**src/pmrs_pkg.sv**
```systemverilog
// constants and types of the power-mode and reset sequencer
// Functional notes
// - base clock is crystal clock divided by sixteen
// - polling bit-check and transmit rate use base clock
// - bit period is base times limit times 8/4/2/1
// - power-up enters off mode, both supplies disconnected
// - serial accesses ignored while in off mode
// - power-on high or push-button low wakes to idle
// - wake raises interrupt and flags the waking pin
// - idle keeps radio off, accepts parameter and mode writes
// - serial off command returns idle to off
// - operating-mode field all zero selects idle
// - switch-on reset clears logic, loads defaults, sets flag
// - clock output only after supply good and oscillator ready
// - reset flag clears on status read after both ready
// - supply loss with wake pins inactive forces off mode
// - sixteen byte buffer and eight control registers
// - separate readable eight bit status register
// - storage kept while active, lost in off mode
// - clock output disabled while clock-enable bit is zero
// - oscillator ready only after amplitude detector agrees
package pmrs_pkg;
    // base clock divider: 16 crystal cycles per base tick
    localparam logic [3:0] BASE_DIV_LAST = 4'hf;
    // clock output divider: 3 crystal cycles per period
    localparam logic [1:0] CLKOUT_DIV_LAST = 2'h2;
    localparam logic [1:0] CLKOUT_HIGH_LAST = 2'h1;
    localparam logic [1:0] BRR_SHIFT_MAX = 2'h3;
    localparam logic [7:0] XLIM_MIN = 8'h01;
    // access port address map
    localparam logic [4:0] CTRL_BASE_ADDR = 5'h10;
    localparam logic [4:0] STATUS_ADDR = 5'h18;
    // control register indices and field positions
    localparam int OPM_REG = 0;
    localparam int OPM_LSB = 0;
    localparam int CLKEN_REG = 2;
    localparam int CLKEN_BIT = 0;
    localparam int XLIM_REG = 3;
    localparam int BRR_REG = 5;
    localparam int BRR_LSB = 0;
    localparam logic [2:0] OPM_IDLE = 3'h0;
    // control defaults, register 7 in the top byte
    localparam logic [63:0] CTRL_DEFAULT = 64'h0000_0000_0001_0000;
    // status register bit positions
    localparam int ST_POWER_ON_PIN_BIT = 0;
    localparam int ST_PUSH_BIT = 1;
    localparam int ST_RST_BIT = 2;
    // synchroniser reset image: push-button idles high
    localparam logic [3:0] PINS_RESET = 4'h2;
    typedef enum logic [1:0] {
        PMRS_OFF,
        PMRS_RAMP,
        PMRS_ACTIVE
    } pmrs_mode_t;
endpackage

```
**src/pmrs_mem_if.sv**
```systemverilog
// carrier between the sequencer and its storage
`timescale 1ns/1ps
`default_nettype none
interface pmrs_mem_if;
    logic clr;
    logic we;
    logic [4:0] addr;
    logic [7:0] wdata;
    logic [7:0] rdata;
    logic [63:0] ctrl;
    modport host (output clr, we, addr, wdata, input rdata, ctrl);
    modport mem (input clr, we, addr, wdata, output rdata, ctrl);
endinterface
`default_nettype wire

```
**src/pmrs_top.sv**
```systemverilog
// power-mode, reset and base-clock sequencer of the transceiver core
`timescale 1ns/1ps
`default_nettype none
module pmrs_top (
    // clock and reset
    input wire logic ref_clk_i,
    input wire logic reset_n_i,
    // wake pins and analog monitors
    input wire logic power_on_pin_i,
    input wire logic push_button_pin_n_i,
    input wire logic core_supply_good_i,
    input wire logic osc_amplitude_ok_i,
    // serial access port
    input wire logic acc_valid_i,
    input wire logic acc_write_i,
    input wire logic [4:0] acc_addr_i,
    input wire logic [7:0] acc_wdata_i,
    input wire logic off_cmd_i,
    output logic [7:0] acc_rdata_o,
    output logic acc_rvalid_o,
    // supplies and mode
    output logic analog_supply_en_o,
    output logic core_supply_en_o,
    output logic core_reset_o,
    output logic osc_ready_o,
    output logic idle_mode_o,
    output logic rf_enable_o,
    output logic [2:0] operating_mode_o,
    // interrupt and status
    output logic irq_o,
    output logic [7:0] status_o,
    // derived clocks
    output logic base_clk_tick_o,
    output logic bit_clk_tick_o,
    output logic clk_out_o
);

    // bit period in base ticks; a zero limit acts as one
    function automatic logic [10:0] bit_period(
        input logic [7:0] xlim,
        input logic [1:0] range
    );
        logic [10:0] lim;
        lim = {3'h0, (xlim == 8'h00) ? pmrs_pkg::XLIM_MIN : xlim};
        bit_period = lim << (pmrs_pkg::BRR_SHIFT_MAX - range);
    endfunction

    pmrs_mem_if mem_bus ();

    pmrs_regmem u_regmem (
        .ref_clk_i(ref_clk_i),
        .reset_n_i(reset_n_i),
        .bus(mem_bus.mem)
    );

    // pin synchronisers
    logic [3:0] sync1_r;
    logic [3:0] sync2_r;
    logic [3:0] sync3_r;
    logic [3:0] pins_r;
    wire [3:0] pins_raw = {osc_amplitude_ok_i, core_supply_good_i,
                           push_button_pin_n_i, power_on_pin_i};
    wire [3:0] pins_agree = ~(sync2_r ^ sync3_r);
    wire [3:0] pins_nxt = (sync3_r & pins_agree) | (pins_r & ~pins_agree);

    always_ff @(posedge ref_clk_i or negedge reset_n_i) begin
        if (!reset_n_i) begin
            sync1_r <= pmrs_pkg::PINS_RESET;
            sync2_r <= pmrs_pkg::PINS_RESET;
            sync3_r <= pmrs_pkg::PINS_RESET;
            pins_r <= pmrs_pkg::PINS_RESET;
        end else begin
            sync1_r <= pins_raw;
            sync2_r <= sync1_r;
            sync3_r <= sync2_r;
            pins_r <= pins_nxt;
        end
    end

    wire power_on_pin = pins_r[0];
    wire push_n = pins_r[1];
    wire sup_good = pins_r[2];
    wire amp_ok = pins_r[3];
    wire wake_req = power_on_pin || !push_n;

    // mode sequencing
    pmrs_pkg::pmrs_mode_t mode_r;
    pmrs_pkg::pmrs_mode_t mode_nxt;
    logic core_reset_r;
    logic supply_en_r;
    logic osc_ready_r;

    wire is_off = (mode_r == pmrs_pkg::PMRS_OFF);
    wire is_active = (mode_r == pmrs_pkg::PMRS_ACTIVE);
    // loss of the core supply only drops to off with the wake pins parked
    wire supply_lost = !sup_good && push_n && !power_on_pin;

    always_comb begin
        mode_nxt = mode_r;
        case (mode_r)
            pmrs_pkg::PMRS_OFF: begin
                if (wake_req)
                    mode_nxt = pmrs_pkg::PMRS_RAMP;
            end
            pmrs_pkg::PMRS_RAMP: begin
                if (sup_good)
                    mode_nxt = pmrs_pkg::PMRS_ACTIVE;
            end
            pmrs_pkg::PMRS_ACTIVE: begin
                if (off_cmd_i)
                    mode_nxt = pmrs_pkg::PMRS_OFF;
                else if (supply_lost)
                    mode_nxt = pmrs_pkg::PMRS_OFF;
            end
            default: mode_nxt = pmrs_pkg::PMRS_OFF;
        endcase
    end

    wire wake_event = is_off && (mode_nxt == pmrs_pkg::PMRS_RAMP);
    // mode flags follow the next mode so they drop with the supplies
    wire next_active = (mode_nxt == pmrs_pkg::PMRS_ACTIVE);

    always_ff @(posedge ref_clk_i or negedge reset_n_i) begin
        if (!reset_n_i) begin
            mode_r <= pmrs_pkg::PMRS_OFF;
            core_reset_r <= 1'b1;
            supply_en_r <= 1'b0;
            osc_ready_r <= 1'b0;
        end else begin
            mode_r <= mode_nxt;
            core_reset_r <= (mode_nxt != pmrs_pkg::PMRS_ACTIVE);
            supply_en_r <= (mode_nxt != pmrs_pkg::PMRS_OFF);
            // the detector decides when the swing is large enough
            osc_ready_r <= !is_off && amp_ok;
        end
    end

    // access decode; nothing is taken while off or in reset
    wire acc_ok = acc_valid_i && is_active && !core_reset_r;
    wire addr_is_mem = !(acc_addr_i[4] && acc_addr_i[3]);
    wire addr_is_status = (acc_addr_i == pmrs_pkg::STATUS_ADDR);
    wire mem_rd = acc_ok && !acc_write_i && addr_is_mem;
    wire stat_rd = acc_ok && !acc_write_i && addr_is_status;

    assign mem_bus.clr = core_reset_r;
    assign mem_bus.we = acc_ok && acc_write_i && addr_is_mem;
    assign mem_bus.addr = acc_addr_i;
    assign mem_bus.wdata = acc_wdata_i;

    // control fields
    wire [7:0] ctrl_opm = mem_bus.ctrl[pmrs_pkg::OPM_REG*8 +: 8];
    wire [2:0] operating_mode_field = ctrl_opm[pmrs_pkg::OPM_LSB +: 3];
    wire [7:0] ctrl_clk = mem_bus.ctrl[pmrs_pkg::CLKEN_REG*8 +: 8];
    wire clk_enable = ctrl_clk[pmrs_pkg::CLKEN_BIT];
    wire [7:0] xlim = mem_bus.ctrl[pmrs_pkg::XLIM_REG*8 +: 8];
    wire [7:0] ctrl_brr = mem_bus.ctrl[pmrs_pkg::BRR_REG*8 +: 8];
    wire [1:0] brr = ctrl_brr[pmrs_pkg::BRR_LSB +: 2];
    wire opm_idle = (operating_mode_field == pmrs_pkg::OPM_IDLE);

    // status flags
    logic pon_flag_r;
    logic push_flag_r;
    logic rst_flag_r;
    logic irq_r;
    wire rst_clear = stat_rd && sup_good && osc_ready_r;

    always_ff @(posedge ref_clk_i or negedge reset_n_i) begin
        if (!reset_n_i) begin
            pon_flag_r <= 1'b0;
            push_flag_r <= 1'b0;
            rst_flag_r <= 1'b0;
            irq_r <= 1'b0;
        end else begin
            // the set side always beats a clear in the same cycle
            if (wake_event) begin
                pon_flag_r <= power_on_pin;
                push_flag_r <= !push_n;
                rst_flag_r <= 1'b1;
                irq_r <= 1'b1;
            end else if (is_off) begin
                pon_flag_r <= 1'b0;
                push_flag_r <= 1'b0;
                rst_flag_r <= 1'b0;
                irq_r <= 1'b0;
            end else begin
                if (stat_rd) begin
                    pon_flag_r <= 1'b0;
                    push_flag_r <= 1'b0;
                    irq_r <= 1'b0;
                end
                if (rst_clear)
                    rst_flag_r <= 1'b0;
            end
        end
    end

    logic [7:0] status_byte;
    always_comb begin
        status_byte = 8'h00;
        status_byte[pmrs_pkg::ST_POWER_ON_PIN_BIT] = pon_flag_r;
        status_byte[pmrs_pkg::ST_PUSH_BIT] = push_flag_r;
        status_byte[pmrs_pkg::ST_RST_BIT] = rst_flag_r;
    end

    // read pipeline: storage answers a cycle later, status is aligned
    logic rd_pend_r;
    logic rd_status_r;
    logic [7:0] status_snap_r;
    logic [7:0] acc_rdata_r;
    logic acc_rvalid_r;

    always_ff @(posedge ref_clk_i or negedge reset_n_i) begin
        if (!reset_n_i) begin
            rd_pend_r <= 1'b0;
            rd_status_r <= 1'b0;
            status_snap_r <= 8'h00;
            acc_rdata_r <= 8'h00;
            acc_rvalid_r <= 1'b0;
        end else begin
            rd_pend_r <= mem_rd || stat_rd;
            rd_status_r <= stat_rd;
            status_snap_r <= status_byte;
            acc_rvalid_r <= rd_pend_r;
            if (rd_pend_r)
                acc_rdata_r <= rd_status_r ? status_snap_r
                                           : mem_bus.rdata;
        end
    end

    // base clock and bit clock
    logic [3:0] base_cnt_r;
    logic [10:0] bit_cnt_r;
    logic base_tick_r;
    logic bit_tick_r;
    wire base_tick = (base_cnt_r == pmrs_pkg::BASE_DIV_LAST);
    wire [10:0] bit_last = bit_period(xlim, brr) - 11'h001;
    wire bit_wrap = (bit_cnt_r >= bit_last);

    always_ff @(posedge ref_clk_i or negedge reset_n_i) begin
        if (!reset_n_i) begin
            base_cnt_r <= 4'h0;
            bit_cnt_r <= 11'h000;
            base_tick_r <= 1'b0;
            bit_tick_r <= 1'b0;
        end else if (core_reset_r) begin
            base_cnt_r <= 4'h0;
            bit_cnt_r <= 11'h000;
            base_tick_r <= 1'b0;
            bit_tick_r <= 1'b0;
        end else begin
            base_cnt_r <= base_cnt_r + 4'h1;
            base_tick_r <= base_tick;
            bit_tick_r <= base_tick && bit_wrap;
            if (base_tick)
                bit_cnt_r <= bit_wrap ? 11'h000
                                      : bit_cnt_r + 11'h001;
        end
    end

    // clock output to the host; duty is one third, not a true half
    logic [1:0] clk_div_r;
    logic clk_out_r;
    wire clk_allow = is_active && sup_good && osc_ready_r
                     && clk_enable;
    wire clk_div_wrap = (clk_div_r == pmrs_pkg::CLKOUT_DIV_LAST);

    always_ff @(posedge ref_clk_i or negedge reset_n_i) begin
        if (!reset_n_i) begin
            clk_div_r <= 2'h0;
            clk_out_r <= 1'b0;
        end else if (core_reset_r) begin
            clk_div_r <= 2'h0;
            clk_out_r <= 1'b0;
        end else begin
            clk_div_r <= clk_div_wrap ? 2'h0 : clk_div_r + 2'h1;
            clk_out_r <= clk_allow
                         && (clk_div_r < pmrs_pkg::CLKOUT_HIGH_LAST);
        end
    end

    // registered mode outputs
    logic idle_r;
    logic rf_en_r;
    logic [2:0] opm_r;

    always_ff @(posedge ref_clk_i or negedge reset_n_i) begin
        if (!reset_n_i) begin
            idle_r <= 1'b0;
            rf_en_r <= 1'b0;
            opm_r <= 3'h0;
        end else begin
            idle_r <= next_active && opm_idle;
            // radio stays dark until a non-idle mode is programmed
            rf_en_r <= next_active && !opm_idle;
            opm_r <= operating_mode_field;
        end
    end

    assign acc_rdata_o = acc_rdata_r;
    assign acc_rvalid_o = acc_rvalid_r;
    assign analog_supply_en_o = supply_en_r;
    assign core_supply_en_o = supply_en_r;
    assign core_reset_o = core_reset_r;
    assign osc_ready_o = osc_ready_r;
    assign idle_mode_o = idle_r;
    assign rf_enable_o = rf_en_r;
    assign operating_mode_o = opm_r;
    assign irq_o = irq_r;
    assign status_o = status_snap_r;
    assign base_clk_tick_o = base_tick_r;
    assign bit_clk_tick_o = bit_tick_r;
    assign clk_out_o = clk_out_r;
endmodule // pmrs_top
`default_nettype wire

```
**src/pmrs_regmem.sv**
```systemverilog
// data buffer and control register storage
`timescale 1ns/1ps
`default_nettype none
module pmrs_regmem (
    // clock and reset
    input wire logic ref_clk_i,
    input wire logic reset_n_i,
    // storage port
    pmrs_mem_if.mem bus
);
    logic [7:0] buf_r [16];
    logic [63:0] ctrl_r;
    logic [7:0] rdata_r;
    wire is_ctrl = bus.addr[4];
    wire [5:0] ctrl_lsb = {bus.addr[2:0], 3'h0};

    always_ff @(posedge ref_clk_i or negedge reset_n_i) begin
        if (!reset_n_i) begin
            for (int i = 0; i < 16; i++) buf_r[i] <= 8'h00;
            ctrl_r <= pmrs_pkg::CTRL_DEFAULT;
            rdata_r <= 8'h00;
        end else if (bus.clr) begin
            // contents vanish whenever the core is unpowered
            for (int i = 0; i < 16; i++) buf_r[i] <= 8'h00;
            ctrl_r <= pmrs_pkg::CTRL_DEFAULT;
            rdata_r <= 8'h00;
        end else begin
            if (bus.we && is_ctrl)
                ctrl_r[ctrl_lsb +: 8] <= bus.wdata;
            if (bus.we && !is_ctrl)
                buf_r[bus.addr[3:0]] <= bus.wdata;
            rdata_r <= is_ctrl ? ctrl_r[ctrl_lsb +: 8]
                               : buf_r[bus.addr[3:0]];
        end
    end

    assign bus.rdata = rdata_r;
    assign bus.ctrl = ctrl_r;
endmodule // pmrs_regmem
`default_nettype wire

```
**config.mk**
```make
export PLATFORM = sky130hd
export DESIGN_NAME = pmrs_top
export DESIGN_NICKNAME = d
export VERILOG_FILES = /design/src/pmrs_pkg.sv /design/src/pmrs_mem_if.sv /design/src/pmrs_top.sv /design/src/pmrs_regmem.sv
export SDC_FILE = /design/constraint.sdc
export NUM_CORES = 1
export LEC_CHECK = 0
export ABC_AREA = 1
export BUFFER_PORTS_ARGS = -buffer_cell sky130_fd_sc_hd__clkbuf_2
export CAP_MARGIN = 15
export CORE_MARGIN = 4
export CORE_UTILIZATION = 45
export CTS_CLUSTER_SIZE = 30
export DETAILED_ROUTE_END_ITERATION = 8
export GPL_ROUTABILITY_DRIVEN = 0
export SYNTH_ARGS = -nofsm -noshare
export SYNTH_HDL_FRONTEND = slang
export SYNTH_SLANG_ARGS = --single-unit
```
**constraint.sdc**
```tcl
create_clock -name ref_clk_i -period 6.05 [get_ports ref_clk_i]
set_input_delay 0.9075 -clock ref_clk_i [delete_from_list [all_inputs] [get_ports ref_clk_i]]
set_output_delay 0.9075 -clock ref_clk_i [all_outputs]
set_load 0.02 [all_outputs]
```
---- Word-level counts from Yosys, hierarchy flattened ----
Index checks and enable logic that the tools add are counted.
word-level totals
  word-level logic and storage cells ...... 154
  output and inout port bits .............. 30
  register bits ........................... 264
  bits of input ports ..................... 22
operators by class
  eq/ne operators ......................... 8
  add/subtract/negate cells ............... 6
  shifts and indexed selects .............. 4
  reductions and logical operators ........ 44
  order comparisons ....................... 4
  bitwise logic cells ..................... 7
  muxes and demuxes ....................... 37
operator list
  cell                                                   count
  two-way mux 128 bit                                    2
  bitwise mux 128 bit                                    1
  two-way mux 64 bit                                     2
  bitwise mux 64 bit                                     1
  variable shift 8 x 8 -> 64 bit (first input constant)  1
  indexed part select 64 x 7 -> 8 bit                    1
  indexed part select 8 x 8 -> 64 bit                    1
  two-way mux 8 bit                                      7
  two-way mux 11 bit                                     3
  binary-select mux 8 bit (select 4 bit)                 1
  demux 8 bit (select 4 bit)                             1
  logical AND 1 bit                                      24
  two-way mux 2 bit                                      6
  adder 11 x 1 -> 11 bit (second input constant)         1
  >= comparator 11 bit                                   1
  two-way mux 1 bit                                      11
  << shifter 8 x 2 -> 11 bit                             1
  subtractor 11 x 1 -> 11 bit (second input constant)    1
  logical NOT 1 bit                                      9
  AND 4 bit                                              2
  logical NOT 8 bit                                      1
  negation 6 -> 8 bit                                    1
  NOT 4 bit                                              2
  nonzero test 2 bit                                     4
  20 further kinds                                       25

---- Longest topological paths before layout ----
  depth in word-level cells ............... 10
  depth in mapped cells ................... 21
  gate-level depth less buffers ........... 20

---- By module ----
A second synthesis with hierarchy kept.
unflattened totals
  cells, all modules ...................... 1517
  area, all modules ....................... 12883.6 um^2
by module, submodules not included
  module       sequential area each (um^2)  area an instance (um^2)  cells an instance  times used
  pmrs_regmem  5006.1                       9759.4                   1165               1
  pmrs_top     1607.8                       3124.2                   352                1

---- Least setup slack after synthesis ----
OpenSTA, ideal clock, no wires.
  path type ............................... input -> register
  start point ............................. in acc_addr_i[0]
  end point ............................... reg u_regmem.ctrl_r[24], in the netlist u_regmem.bus.ctrl[24]
  arrival ................................. 2.832 ns
  setup time .............................. 0.127 ns
  stages on the path ...................... 11
  path buffers ............................ 3
  slack ................................... 3.091 ns
  required time ........................... 5.923 ns
  path through ............................ buf_2 -> inv_1 -> buf_2 -> clkbuf_1 -> ha_1 -> ha_1 -> inv_1 -> nor3_1 -> a21oi_2 -> nand2_1 -> o21ai_0
between the ends
  cells in the longest elaborated chain, start to end .. 5
  elaborated cells on any way between the ends .. 6
  classes of those cells .................. 1 x add/sub; 2 x shift; 3 x mux
ends and longest elaborated chain
  item                                                                                          line               RTL
  from (decl)                                                                                   pmrs_top.sv:16     input wire logic [4:0] acc_addr_i,
  negation 6 -> 8 bit *                                                                         pmrs_regmem.sv:29  ctrl_r[ctrl_lsb +: 8] <= bus.wdata;
  indexed part select 8 x 8 -> 64 bit / variable shift 8 x 8 -> 64 bit (equally long branches)  pmrs_regmem.sv:29
  bitwise mux 64 bit *                                                                          pmrs_regmem.sv:29
  two-way mux 64 bit *                                                                          pmrs_regmem.sv:28  if (bus.we && is_ctrl)
  two-way mux 64 bit *                                                                          pmrs_regmem.sv:22  end else if (bus.clr) begin
  to (signal assigned)                                                                          pmrs_regmem.sv:20  ctrl_r <= pmrs_pkg::CTRL_DEFAULT;
  to (signal assigned)                                                                          pmrs_regmem.sv:25  ctrl_r <= pmrs_pkg::CTRL_DEFAULT;
  to (signal, indexed assignment)                                                               pmrs_regmem.sv:29
  to (decl)                                                                                     pmrs_regmem.sv:12  logic [63:0] ctrl_r;
Mark *: on every way between the ends. The rest lies on a longest branch, timed or not. The select of a mux whose other input is x is not followed.
A chain may end at the register's enable or synchronous reset.

---- Final worst setup path ----
  start point ............................. reg u_regmem.ctrl_r[40], in the netlist u_regmem.bus.ctrl[40]
  end point ............................... reg bit_cnt_r[10]
between the ends
  cells in the longest elaborated chain, start to end .. 7
ends and longest elaborated chain
  item                         line             RTL
  subtractor 2 bit             pmrs_top.sv:45   bit_period = lim << (pmrs_pkg::BRR_SHIFT_MAX - range);
  << shifter 8 x 2 -> 11 bit   pmrs_top.sv:45
  subtractor 11 x 1 -> 11 bit  pmrs_top.sv:236  wire [10:0] bit_last = bit_period(xlim, brr) - 11'h001;
  >= comparator 11 bit         pmrs_top.sv:237  wire bit_wrap = (bit_cnt_r >= bit_last);
  two-way mux 11 bit           pmrs_top.sv:255  bit_cnt_r <= bit_wrap ? 11'h000
  two-way mux 11 bit           pmrs_top.sv:254  if (base_tick)
  two-way mux 11 bit           pmrs_top.sv:245  end else if (core_reset_r) begin
  to (signal assigned)         pmrs_top.sv:255
  to (decl)                    pmrs_top.sv:232  logic [10:0] bit_cnt_r;
No other way between the ends. The select of a mux whose other input is x is not followed.

==> reports/results.ini <==
[job]
maxCapViolations=0

[min_path]
holdPathEnd=sync2_r[3]
hold_path.startpoint=sync1_r[3]
min_delay_path_depth=0
hp-class=reg -> reg

[layout]
fin_cells=1874
multiInputGateArea_sq_um=5010
layout_commonest_cell=dfrtp_1
antenna_cells=0
nNetsFinal=1523
layout_common_cells=dfrtp_1, nand2_1, o21ai_0
fillers=2617
area_delta_synth_final_pct=11.0
seqCellArea_sq_um=6610
drive_gt1_share_pct=8.19

[floorplan]
die_area_sq_um=30700
core-area_sq_um=27200
ios=52
die_h_um=175
start_util_pct=46.2
num_rows=60
die_w_um=175

[sta]
setup_slack_ps=2600
fin_setup_tns_ps=0
setup_viol=0
drv_slew=0
period_share_pct=57.1
hold_violations=0
fin_worst_hold_slack_ps=351
clock_skew_ps=15.2
fmax_mhz=290
worst_pin_slew_ps=1040
period_minus_slack_ps=3450
rsz0062_at_grt=no
relSlewSlack_pct=30.7

[logic_synthesis]
synth_mux_area_share_pct=0
ys_seq_area_share_pct=52.6
synthSimpleGateAreaFrac_pct=18.4
synth_top_family_by_area=simple AND/OR/NAND/NOR gates
ys_warn_count=0
yosysUniqueCellTypes=42
ys_seq_elements=264
synthAdderAreaFrac_pct=2.31
synth_area_per_cell_sq_um=8.50
synth_xor_area_share_pct=0.767
syn_inst=1479
synth_compound_area_share_pct=18.2
postSynth.asyncResetShare_pct=100
synth_edf_count=0
synth_ff_type=dfrtp_1
synth_area_sq_um=12600

[clock_network]
cts_tree=yes
clkLatencyLatePin_ps=540
cts_setup_buffers=0
numCtsBuffers=29
clkTransAtPathRegs_ps=60
cts_sinks=264
cts-resized-gates=0
hold_buffers=0
clockBufferDepth=3
clockRootBuffer=clkbuf_16
cts_htree_levels=1

[power]
p_leak_uw=0.00615
p_per_area_nw_per_um2=329
vdd_drop_max_mv=0.244

[worst_setup_path]
crit_fanout=14
cp.required_ps=6520
crit_arrival_ps=3920
crit_path_start=u_regmem.bus.ctrl[40]
reg2regPathDepth=17
critPathCaptureType=register
crit_type=reg -> reg
r2r_start=u_regmem.bus.ctrl[40]
r2r_slack_ps=2600
start_kind=register
rr_endpoint=bit_cnt_r[10]

[global_routing]
grt_pass1_wl_um=55600
antenna_found_initial=0
overflow=0
grt_max_degree=153
grt_use_total_pct=22.3
grt_pass1_vias=9969

[drt]
wl_um=34500
drt_iter0_markers=1089
viasPerCell=5.65
vias=10600
firstDrtPassIters=5
drc=0
wl_per_cell_um=18.4
postRouteAntennaNets=0

[placed_design]
io_buffers=46
placedCellCount=1822
dp_hpwl_um=22300
place_ws_ps=2350

[run_status]
status=finished clean

[cell usage after synthesis, drive strengths merged (18+ instances only)]
cell      n  area [sq um]
inv     152           571
buf      37           188
ha       20           250
nor2     69           279
a21oi   100           504
nand3   158           826
nand2   246           926
o22ai    91           569
o21ai   209          1050
dfrtp   258          6460
clkbuf   49           184
nor3     18           101
[worst max-delay path: stages (launching register included)]
cell and delay, ps:
dfrtp_1 510, inv_1 240, nand3_1 130, nand3_1 110
ha_1 190, nand3_1 80, nor2_1 380, nand3_1 120
nand2_1 90, nand2_1 60, ha_1 300, nand2_1 100
nor2_1 60, nand3_1 80, o2111ai_1 110, nor2_1 620
nand2_1 110, nand2_1 100
[per-stage QoR]
stage | utilization, % | instance area, sq um | total power [uW]
2_1_floorplan | - | 12600 | 2490
3_3_place_gp | 47.8 | 13000 | 2810
3_5_place_dp | 47.8 | 13000 | 2810
4_1_cts | 51.3 | 14000 | 4620
5_1_grt | 51.3 | 14000 | 4780
6_report | 51.3 | 14000 | 4580
[final cells by class]
class | instances | area share (%)
Tap cell | 372 | 3.34
Sequential cell | 264 | 47.4
Timing Repair Buffer | 53 | 2.21
Clock buffer | 45 | 6.13
Multi-Input combinational cell | 978 | 35.9
Clock inverter | 7 | 0.816
Inverter | 155 | 4.18
[state kept, by name, indices dropped and copies added (netlist names), 2 cells and up, named ones only]
signal and count:
u_regmem.buf_r 128, sync2_r 4, base_cnt_r 4, sync3_r 4, mode_r 2, acc_rdata_o 8
u_regmem.bus.rdata 8, sync1_r 4, bit_cnt_r 11, clk_div_r 2, u_regmem.bus.ctrl 64, operating_mode_o 3
status_o 3
[per-layer routing]
metal	GRT usage, %	vias to the layer above	part of all wire, %
li1	-	5044	-
met1	33.2	5130	46
met2	33.9	356	45
met3	3.87	54	7.0
met4	5.70	0	2.4
met5	0	-	0
[cells by family (layout without fill, tap and decap cells)]
logic type / after synthesis / after routing
AND/OR/NAND/NOR: 515 / 515
AO/OA/AOI/OAI: 423 / 423
flip-flops: 264 / 264
buffers and inverters: 241 / 260
adder cells (fa/ha/maj): 24 / 24
XOR/XNOR: 11 / 11
other: 1 / 5
[worst max-delay path by stage]
stage / end
6_report: bit_cnt_r[10]
5_1_grt: bit_cnt_r[4]
4_1_cts: bit_cnt_r[10]
3_5_place_dp: u_regmem.bus.ctrl[49]
3_3_place_gp: u_regmem.bus.ctrl[49]
2_1_floorplan: u_regmem.bus.ctrl[24]
[power by group]
| part | internal (uW) | switching, uW |
|---|---|---|
| Sequential | 1870 | 79.3 |
| Clock | 1090 | 709 |
| Combinational | 176 | 661 |
| Total | 3130 | 1450 |
Note: power is estimated with default switching activity, not from simulation.
